File: config.mk
export PLATFORM = sky130hd
export DESIGN_NAME = ulfm_top
export DESIGN_NICKNAME = d
export VERILOG_FILES = /design/src/pkg/ulfm_pkg.sv /design/src/hdl/ulfm_line_filter.sv /design/src/hdl/ulfm_top.sv
export SDC_FILE = /design/constraint.sdc
export NUM_CORES = 1
export LEC_CHECK = 0
export BUFFER_PORTS_ARGS = -buffer_cell sky130_fd_sc_hd__buf_2
export CAP_MARGIN = 20
export CORE_MARGIN = 2
export CORE_UTILIZATION = 40
export DETAILED_ROUTE_END_ITERATION = 8
export GPL_ROUTABILITY_DRIVEN = 0
export PLACE_DENSITY = 0.67
export SYNTH_ARGS = -nofsm -noshare
export SYNTH_HDL_FRONTEND = slang
export SYNTH_SLANG_ARGS = --single-unit
File: constraint.sdc
create_clock -name clk_sys -period 3.7 [get_ports clk_sys]
set_input_delay 0 -clock clk_sys [delete_from_list [all_inputs] [get_ports clk_sys]]
set_output_delay 0 -clock clk_sys [all_outputs]
set_load 0.02 [all_outputs]
File: src/pkg/ulfm_pkg.sv
// register map, field layout and reset values of the usb link flag monitor
package ulfm_pkg;

    // ************************************************************
    // register offsets (byte addresses on the peripheral port)
    // ************************************************************
    localparam logic [7:0] OFS_LINE_EVENT_FLAGS      = 8'h1c;
    localparam logic [7:0] OFS_FLAG_PERSISTENCE_MASK = 8'h20;
    localparam logic [7:0] OFS_FLAG_OUTPUT_MASKS     = 8'h24;
    localparam logic [7:0] OFS_FRAME_NUMBER          = 8'h28;
    localparam logic [7:0] OFS_LAST_PACKET_ID        = 8'h2c;
    localparam logic [7:0] OFS_LAST_ENDPOINT         = 8'h30;
    localparam logic [7:0] OFS_ENDPOINT_SPECIAL_MASK = 8'h34;
    localparam logic [7:0] OFS_POWER_SIGNAL_DATA     = 8'h38;
    localparam logic [7:0] OFS_TRANSCEIVER_CONTROL   = 8'h3c;

    // ************************************************************
    // flag bits of line_event_flags
    // ************************************************************
    localparam int NUM_FLAGS    = 7;
    localparam int FLG_TOKEN_OK = 6;
    localparam int FLG_SE0      = 5;
    localparam int FLG_K        = 4;
    localparam int FLG_J        = 3;
    localparam int FLG_CRC16    = 2;
    localparam int FLG_RXACTIVE = 1;
    localparam int FLG_RXERROR  = 0;
    // flags raised by a one-cycle event rather than following a level
    localparam logic [6:0] FLAG_EVENT_KIND = 7'h44;

    // ************************************************************
    // field positions
    // ************************************************************
    localparam int MASK_C_LSB      = 16;
    localparam int MASK_B_LSB      = 8;
    localparam int MASK_A_LSB      = 0;
    localparam int FRAME_W         = 11;
    localparam int PID_W           = 4;
    localparam int EP_W            = 4;
    localparam int EP_VALID_BIT    = 4;
    localparam logic [4:0] EP_MARK = 5'h10;
    localparam int NUM_EP          = 16;
    localparam int PWR_VALID_BIT   = 8;
    localparam int PHY_PD_DIS_BIT  = 18;
    localparam int PHY_RES_SE0_BIT = 13;
    localparam int PHY_RES_K_BIT   = 12;
    localparam int PHY_LOG_LSB     = 8;
    localparam int PHY_AUTO_BIT    = 7;
    localparam int PHY_CONF_LSB    = 4;
    localparam int ADDR_W          = 7;

    // ************************************************************
    // reset values
    // ************************************************************
    localparam logic [6:0]  FLAGS_RST   = 7'h00;
    localparam logic [6:0]  PERSIST_RST = 7'h00;
    localparam logic [22:0] OMASK_RST   = 23'h000000;
    localparam logic [10:0] FRAME_RST   = 11'h000;
    localparam logic [3:0]  PID_RST     = 4'h0;
    localparam logic [4:0]  EP_RST      = 5'h00;
    localparam logic [15:0] EPMARK_RST  = 16'h0000;
    localparam logic [8:0]  PWR_RST     = 9'h000;
    localparam logic [18:0] PHY_RST     = 19'h00000;

    // ************************************************************
    // line state codes
    // ************************************************************
    localparam logic [1:0] LS_SE0 = 2'h0;
    localparam logic [1:0] LS_J   = 2'h1;
    localparam logic [1:0] LS_K   = 2'h2;

endpackage

File: src/hdl/ulfm_line_filter.sv
// line state persistence filter: a change passes after 2^n stable clocks
`timescale 1ns/1ns
module ulfm_line_filter #(
    parameter int CNT_W = 16
) (
    // clock, reset, enable
    input  wire logic             clk_sys,
    input  wire logic             rst_n,
    input  wire logic             ce,
    // line state in (already synchronised) and filter setting
    input  wire logic [1:0]       ls_in,
    input  wire logic [3:0]       log2_clocks,
    // filtered line state
    output logic      [1:0]       ls_out
);

    // ************************************************************
    // elaboration check
    // ************************************************************
    if (CNT_W < 16)
    begin : g_bad_width
        $error("CNT_W must hold 2^15");
    end

    logic [1:0]       cand_reg;
    logic [1:0]       cand_next;
    logic [1:0]       out_reg;
    logic [1:0]       out_next;
    logic [CNT_W-1:0] cnt_reg;
    logic [CNT_W-1:0] cnt_next;
    logic [CNT_W-1:0] limit;

    assign limit  = CNT_W'(32'(1) << log2_clocks);
    assign ls_out = out_reg;

    // any change of the candidate restarts the count, so a glitch
    // shorter than the window never reaches the flags
    always_comb
    begin
        cand_next = cand_reg;
        out_next  = out_reg;
        cnt_next  = cnt_reg;
        if (ls_in != cand_reg)
        begin
            cand_next = ls_in;
            cnt_next  = '0;
        end
        else if (cand_reg != out_reg)
        begin
            if (cnt_reg >= limit - CNT_W'(1))
            begin
                out_next = cand_reg;
                cnt_next = '0;
            end
            else
            begin
                cnt_next = cnt_reg + CNT_W'(1);
            end
        end
    end

    always_ff @(posedge clk_sys)
    begin
        if (!rst_n)
        begin
            cand_reg <= ulfm_pkg::LS_SE0;
            out_reg  <= ulfm_pkg::LS_SE0;
            cnt_reg  <= '0;
        end
        else if (ce)
        begin
            cand_reg <= cand_next;
            out_reg  <= out_next;
            cnt_reg  <= cnt_next;
        end
    end

endmodule

File: src/hdl/ulfm_top.sv
// usb link flag monitor: line/error flags, output masks and phy control
`timescale 1ns/1ns
module ulfm_top (
    // clock, reset, enable
    input  wire logic        clk_sys,
    input  wire logic        rst_n,
    input  wire logic        ce,
    // peripheral register port, 32-bit words
    input  wire logic [7:0]  reg_addr,
    input  wire logic        reg_wr,
    input  wire logic        reg_rd,
    input  wire logic [31:0] reg_wdata,
    output logic      [31:0] reg_rdata,
    output logic             reg_rvalid,
    // transceiver pins
    input  wire logic [1:0]  utmi_linestate,
    input  wire logic        utmi_rxactive,
    input  wire logic        utmi_rxerror,
    output logic      [2:0]  transceiver_config_pins,
    // settings held elsewhere in the front end
    input  wire logic [6:0]  dev_addr,
    input  wire logic        lsd_enable,
    // packet path events
    input  wire logic        pkt_valid,
    input  wire logic [3:0]  pkt_pid,
    input  wire logic        tok_valid,
    input  wire logic        tok_crc_ok,
    input  wire logic        tok_pid_ok,
    input  wire logic [6:0]  tok_addr,
    input  wire logic [3:0]  tok_ep,
    input  wire logic        data_crc_fail,
    input  wire logic        sof_valid,
    input  wire logic [10:0] sof_frame,
    // suspend controller events
    input  wire logic        resume_se0,
    input  wire logic        resume_k,
    // outputs to ports and suspend controller
    output logic             flag_out_a,
    output logic             flag_out_b,
    output logic             flag_out_c,
    output logic [4:0]       rx_ep_port,
    output logic             rx_ep_strobe,
    output logic             byte_port_pd_disable,
    output logic             auto_resume_enable,
    output logic [1:0]       linestate_filt,
    output logic [7:0]       pwr_data,
    output logic             pwr_valid
);

    // ************************************************************
    // pin synchronisers
    // ************************************************************
    logic [1:0] ls_s1_reg;
    logic [1:0] ls_s2_reg;
    logic       rxa_s1_reg;
    logic       rxa_s2_reg;
    logic       rxe_s1_reg;
    logic       rxe_s2_reg;
    logic [1:0] ls_filt;

    always_ff @(posedge clk_sys)
    begin
        if (!rst_n)
        begin
            ls_s1_reg  <= 2'h0;
            ls_s2_reg  <= 2'h0;
            rxa_s1_reg <= 1'b0;
            rxa_s2_reg <= 1'b0;
            rxe_s1_reg <= 1'b0;
            rxe_s2_reg <= 1'b0;
        end
        else if (ce)
        begin
            ls_s1_reg  <= utmi_linestate;
            ls_s2_reg  <= ls_s1_reg;
            rxa_s1_reg <= utmi_rxactive;
            rxa_s2_reg <= rxa_s1_reg;
            rxe_s1_reg <= utmi_rxerror;
            rxe_s2_reg <= rxe_s1_reg;
        end
    end

    // ************************************************************
    // state
    // ************************************************************
    logic [6:0]  flags_reg;
    logic [6:0]  flags_next;
    logic [6:0]  persist_reg;
    logic [6:0]  persist_next;
    logic [22:0] omask_reg;
    logic [22:0] omask_next;
    logic [10:0] frame_reg;
    logic [10:0] frame_next;
    logic [3:0]  pid_reg;
    logic [3:0]  pid_next;
    logic [4:0]  ep_reg;
    logic [4:0]  ep_next;
    logic [15:0] epmark_reg;
    logic [15:0] epmark_next;
    logic [8:0]  pwr_reg;
    logic [8:0]  pwr_next;
    logic [18:0] phy_reg;
    logic [18:0] phy_next;
    logic [2:0]  fout_reg;
    logic [2:0]  fout_next;
    logic [4:0]  rxport_reg;
    logic [4:0]  rxport_next;
    logic        rxstb_reg;
    logic        rxstb_next;
    logic [31:0] rdata_reg;
    logic [31:0] rdata_next;
    logic        rvalid_reg;

    ulfm_line_filter #(
        .CNT_W       (16)
    ) u_filter (
        .clk_sys     (clk_sys),
        .rst_n       (rst_n),
        .ce          (ce),
        .ls_in       (ls_s2_reg),
        .log2_clocks (phy_reg[ulfm_pkg::PHY_LOG_LSB +: 4]),
        .ls_out      (ls_filt)
    );

    // ************************************************************
    // flag sources
    // ************************************************************
    logic       tok_hit;
    logic [6:0] src;
    logic [6:0] wclr;
    logic       wr_flags;

    // tokens for other addresses are dropped here, not flagged
    assign tok_hit = tok_valid & tok_crc_ok & tok_pid_ok
                   & (tok_addr == dev_addr);
    assign src[ulfm_pkg::FLG_TOKEN_OK] = tok_hit;
    assign src[ulfm_pkg::FLG_SE0] = lsd_enable
                   & (ls_filt == ulfm_pkg::LS_SE0);
    assign src[ulfm_pkg::FLG_K]   = lsd_enable
                   & (ls_filt == ulfm_pkg::LS_K);
    assign src[ulfm_pkg::FLG_J]   = lsd_enable
                   & (ls_filt == ulfm_pkg::LS_J);
    assign src[ulfm_pkg::FLG_CRC16]    = data_crc_fail;
    assign src[ulfm_pkg::FLG_RXACTIVE] = rxa_s2_reg;
    assign src[ulfm_pkg::FLG_RXERROR]  = rxe_s2_reg;

    assign wr_flags = reg_wr && (reg_addr == ulfm_pkg::OFS_LINE_EVENT_FLAGS);
    assign wclr     = wr_flags ? reg_wdata[6:0] : 7'h00;

    // a new source value always beats a clear in the same cycle
    for (genvar i = 0; i < ulfm_pkg::NUM_FLAGS; i++)
    begin : g_flag
        if (ulfm_pkg::FLAG_EVENT_KIND[i])
        begin : g_event
            assign flags_next[i] = persist_reg[i]
                ? (src[i] | (flags_reg[i] & ~wclr[i]))
                : (src[i] | (flags_reg[i] & ~wclr[i]
                             & ~pkt_valid));
        end
        else
        begin : g_level
            assign flags_next[i] = persist_reg[i]
                ? (src[i] | (flags_reg[i] & ~wclr[i]))
                : src[i];
        end
    end

    // ************************************************************
    // register writes, captures and outputs
    // ************************************************************
    always_comb
    begin
        persist_next = persist_reg;
        omask_next   = omask_reg;
        frame_next   = frame_reg;
        pid_next     = pid_reg;
        ep_next      = ep_reg;
        epmark_next  = epmark_reg;
        pwr_next     = pwr_reg;
        phy_next     = phy_reg;
        rxport_next  = rxport_reg;
        rxstb_next   = 1'b0;
        if (reg_wr)
        begin
            unique case (reg_addr)
                ulfm_pkg::OFS_FLAG_PERSISTENCE_MASK:
                    persist_next = reg_wdata[6:0];
                ulfm_pkg::OFS_FLAG_OUTPUT_MASKS:
                    omask_next = reg_wdata[22:0] & 23'h7f7f7f;
                ulfm_pkg::OFS_FRAME_NUMBER:
                    frame_next = reg_wdata[10:0];
                ulfm_pkg::OFS_ENDPOINT_SPECIAL_MASK:
                    epmark_next = reg_wdata[15:0];
                ulfm_pkg::OFS_POWER_SIGNAL_DATA:
                    pwr_next = reg_wdata[8:0];
                ulfm_pkg::OFS_TRANSCEIVER_CONTROL:
                    phy_next = reg_wdata[18:0] & 19'h43ff0;
                default:
                    ;
            endcase
        end
        // the frame seen on the wire wins over a software write
        if (sof_valid)
            frame_next = sof_frame;
        if (pkt_valid)
            pid_next = pkt_pid;
        if (tok_hit)
        begin
            ep_next     = {1'b1, tok_ep};
            rxport_next = epmark_reg[tok_ep]
                ? ({1'b0, tok_ep} | ulfm_pkg::EP_MARK)
                : {1'b0, tok_ep};
            rxstb_next  = 1'b1;
        end
        // resume status set beats a software clear in the same cycle
        if (resume_se0)
            phy_next[ulfm_pkg::PHY_RES_SE0_BIT] = 1'b1;
        if (resume_k)
            phy_next[ulfm_pkg::PHY_RES_K_BIT] = 1'b1;
        // outputs built from next flags so they move with the flags
        fout_next[0] = |(flags_next & omask_reg[6:0]);
        fout_next[1] = |(flags_next & omask_reg[14:8]);
        fout_next[2] = |(flags_next & omask_reg[22:16]);
    end

    // ************************************************************
    // read data
    // ************************************************************
    always_comb
    begin
        rdata_next = 32'h00000000;
        unique case (reg_addr)
            ulfm_pkg::OFS_LINE_EVENT_FLAGS:
                rdata_next = {25'h0, flags_reg};
            ulfm_pkg::OFS_FLAG_PERSISTENCE_MASK:
                rdata_next = {25'h0, persist_reg};
            ulfm_pkg::OFS_FLAG_OUTPUT_MASKS:
                rdata_next = {9'h0, omask_reg};
            ulfm_pkg::OFS_FRAME_NUMBER:
                rdata_next = {21'h0, frame_reg};
            ulfm_pkg::OFS_LAST_PACKET_ID:
                rdata_next = {28'h0, pid_reg};
            ulfm_pkg::OFS_LAST_ENDPOINT:
                rdata_next = {27'h0, ep_reg};
            ulfm_pkg::OFS_ENDPOINT_SPECIAL_MASK:
                rdata_next = {16'h0, epmark_reg};
            ulfm_pkg::OFS_POWER_SIGNAL_DATA:
                rdata_next = {23'h0, pwr_reg};
            ulfm_pkg::OFS_TRANSCEIVER_CONTROL:
                rdata_next = {13'h0, phy_reg};
            default:
                rdata_next = 32'h00000000;
        endcase
        if (!reg_rd)
            rdata_next = rdata_reg;
    end

    always_ff @(posedge clk_sys)
    begin
        if (!rst_n)
        begin
            flags_reg   <= ulfm_pkg::FLAGS_RST;
            persist_reg <= ulfm_pkg::PERSIST_RST;
            omask_reg   <= ulfm_pkg::OMASK_RST;
            frame_reg   <= ulfm_pkg::FRAME_RST;
            pid_reg     <= ulfm_pkg::PID_RST;
            ep_reg      <= ulfm_pkg::EP_RST;
            epmark_reg  <= ulfm_pkg::EPMARK_RST;
            pwr_reg     <= ulfm_pkg::PWR_RST;
            phy_reg     <= ulfm_pkg::PHY_RST;
            fout_reg    <= 3'h0;
            rxport_reg  <= 5'h00;
            rxstb_reg   <= 1'b0;
            rdata_reg   <= 32'h00000000;
            rvalid_reg  <= 1'b0;
        end
        else if (ce)
        begin
            flags_reg   <= flags_next;
            persist_reg <= persist_next;
            omask_reg   <= omask_next;
            frame_reg   <= frame_next;
            pid_reg     <= pid_next;
            ep_reg      <= ep_next;
            epmark_reg  <= epmark_next;
            pwr_reg     <= pwr_next;
            phy_reg     <= phy_next;
            fout_reg    <= fout_next;
            rxport_reg  <= rxport_next;
            rxstb_reg   <= rxstb_next;
            rdata_reg   <= rdata_next;
            rvalid_reg  <= reg_rd;
        end
    end

    // ************************************************************
    // outputs
    // ************************************************************
    assign reg_rdata               = rdata_reg;
    assign reg_rvalid              = rvalid_reg;
    assign flag_out_a              = fout_reg[0];
    assign flag_out_b              = fout_reg[1];
    assign flag_out_c              = fout_reg[2];
    assign rx_ep_port              = rxport_reg;
    assign rx_ep_strobe            = rxstb_reg;
    assign pwr_data                = pwr_reg[7:0];
    assign pwr_valid               = pwr_reg[ulfm_pkg::PWR_VALID_BIT];
    assign byte_port_pd_disable    = phy_reg[ulfm_pkg::PHY_PD_DIS_BIT];
    assign auto_resume_enable      = phy_reg[ulfm_pkg::PHY_AUTO_BIT];
    assign transceiver_config_pins = phy_reg[6:4];
    assign linestate_filt          = ls_filt;
endmodule

==> impl_metrics.py <==
metrics = {
    "outcome": {
        "status": "complete, no violations",
    },
    "cells_and_area": {
        "finalInstanceArea_um2": 9470,
        "antenna_cells": 0,
        "fin_nets": 1142,
        "multi_input_area_um2": 4300,
        "synthToLayoutAreaGrowth_pct": 23.6,
        "regArea_um2": 2960,
        "layout-drive-gt1-share_pct": 19.3,
        "post-route-util_pct": 50.5,
        "fillers": 1741,
        "largest_register_ffs": 23,
    },
    "detailed_routing": {
        "viasPerCell": 5.79,
        "drtAntennaViolNets": 0,
        "drt-pass1-iter-count": 7,
        "vias": 7400,
        "drt-initial-drc-count": 782,
        "wl_per_cell_um": 19.3,
        "wl_mm": 24.7,
        "drcViolationCount": 0,
    },
    "placement": {
        "port_buffers": 130,
        "dpl_worst_slack_ns": 0.343,
        "hpwl_mm": 16.9,
        "place_area_um2": 8320,
    },
    "yosys": {
        "synth_cell_types": 75,
        "synthCells": 886,
        "synth_area_leaders": "dfxtp_1, nand2_1, mux2i_1",
        "synth_edf_count": 0,
        "synth_warnings": 0,
        "syn_avg_cell_area_um2": 8.65,
        "synth_top_cell_by_area": "dfxtp_1",
        "yosysMostFrequentCell": "nand2_1",
        "synthArstFlopShare_pct": 0,
        "synthFlopType": "dfxtp_1",
        "syn_area_um2": 7660,
        "seq_area_frac_synth_pct": 38.7,
        "yosys-top-cells-count": "nand2_1, dfxtp_1, a21oi_1, mux2i_1, nor2_1",
        "ys_seq_elements": 148,
        "synth_top_area_share_pct": 38.7,
    },
    "clock_tree": {
        "htree_levels": 4,
        "root_buffer": "clkbuf_16",
        "cts_made_buffers": 17,
        "cts_sinks": 148,
        "cts_setup_buffers": 0,
        "clk_path_buf_depth": 2,
        "cts_tree": "yes",
        "clkTransAtPathRegs_ns": 0.06,
        "clkLatencyLatePin_ns": 0.43,
    },
    "timing": {
        "fin_crit_ns": 3.32,
        "setup_tns_ns": 0,
        "timing.fmax_mhz": 301,
        "finClkSkew_ns": 0.00581,
        "whs_ns": 0.0540,
        "relSlewSlack_pct": 30.6,
        "rsz0062_at_grt": "no",
        "worstMarginPinSlew_ns": 1.03,
        "hold_violations": 0,
        "setup_slack_ns": 0.379,
        "maxSlewViolCount": 0,
        "fin_crit_sh_pct": 89.8,
        "setup_viol": 0,
    },
    "pwr": {
        "ir_worst_vdd_v": 0.000338,
        "power-per-cell-area_nw_per_um2": 398,
        "leakagePower_nw": 3.79,
    },
    "global_routing": {
        "grt_pass1_wl_mm": 38.3,
        "grt.overflow.total": 0,
        "grt_pass1_vias": 7019,
        "antenna_found_initial": 1,
        "track_usage_pct": 24.5,
        "grt_max_degree": 58,
    },
    "floorplanning": {
        "die_w_um": 142,
        "initial_core_util_pct": 40.8,
        "fp.coreArea_um2": 18800,
        "die_h_um": 142,
        "dieArea_um2": 20300,
        "ioPinCount": 149,
        "num_rows": 50,
    },
    "worst_setup_path": {
        "endpoint_kind": "register",
        "cp.arrival_ns": 3.67,
        "critPathLaunchType": "register",
        "required_ns": 4.05,
        "critical_path_class": "register to register",
        "cp_max_fo": 15,
    },
    "run": {
        "drv_cap": 0,
    },
    "worst_hold_path": {
        "hp-class": "input pin to register",
    },
}
## per-layer routing
layer | up-vias | track usage [%] | wire, um
met2 | 396 | 38.0 | 10900
met4 | 0 | 10.4 | 867
met1 | 3463 | 32.6 | 10700
met3 | 78 | 5.96 | 2240
li1 | 3463 | - | -
met5 | - | 0 | 0
## critical path, cell delays in order (launching register included)
cell and delay [ns]:
dfxtp_1 0.42, nor2_2 0.26, nand3b_1 0.11, ha_1 0.36
or2_2 0.35, o21ai_0 0.16, a31oi_1 0.13, ha_1 0.35
a41oi_1 0.21, o21ai_0 0.10, a22oi_1 0.25, a31oi_1 0.13
buf_4 0.21, nor3_1 0.20
## power by group
part / leakage [nW] / total [mW] / switching, mW / internal, mW
clock network: 0.284 / 1.83 / 0.705 / 1.12
logic: 2.30 / 0.315 / 0.184 / 0.131
registers: 1.20 / 1.63 / 0.0172 / 1.62
## cells in the final DEF, fill, tap and decap left out, types with 11 or more instances in the layout
cell type	n
dlygate4sd3_1	52
nand4_1	21
dfxtp_1	148
nor2b_1	13
ha_1	18
a21boi_0	18
a22oi_1	17
a31oi_1	13
nor2_1	38
clkbuf_16	17
nand3_1	16
a22o_1	14
buf_2	130
o21ai_0	23
inv_1	12
nor3_1	24
mux2i_1	50
buf_4	11
xor2_1	20
a21oi_1	53
nand2_1	174
## repair_timing
item / in CTS / in global routing
hold buffers: 52 / 0
hold endpoints to repair: 87 / 0
gates resized for setup: 0 / 3
endpoints found under the setup margin: 0 / 17
## final cells by class
cell class,count,area share (%)
inverter,13,0.515
clock buffer,18,4.53
tap,234,3.09
sequential,148,31.3
timing repair buffer,193,13.2
multi-input combinational,660,45.4
clock inverter,13,1.95
## worst paths after layout
path	start	end	slack, ns	cells past startpoint
max	phy_reg[10]	u_filter.cnt_reg[15]	0.38	13
max reg2reg	phy_reg[10]	u_filter.cnt_reg[15]	0.38	13
min reg2reg	reg_rdata[9]	reg_rdata[9]	0.45	1
min	pkt_valid	pid_reg[3]	0.05	4
## through the flow
step | instances | total power [mW]
floorplan | 894 | 1.82
global placement | 1195 | 1.93
detailed placement | 1195 | 1.93
CTS | 1278 | 3.78
global route | 1279 | 3.88
finish | 1279 | 3.77
## logic make-up after synthesis
| family | Yosys count | share of synthesized area [%] |
|---|---|---|
| flip-flops | 148 | 38.7 |
| buffers and inverters | 86 | 5.75 |
| AND/OR/NAND/NOR | 347 | 22.7 |
| AO/OA/AOI/OAI | 202 | 18.4 |
| other | 2 | 0.0980 |
| adder cells (fa/ha/maj) | 18 | 2.94 |
| XOR/XNOR | 27 | 3.09 |
| multiplexers | 56 | 8.29 |
Power figures use the tool's default switching activity.
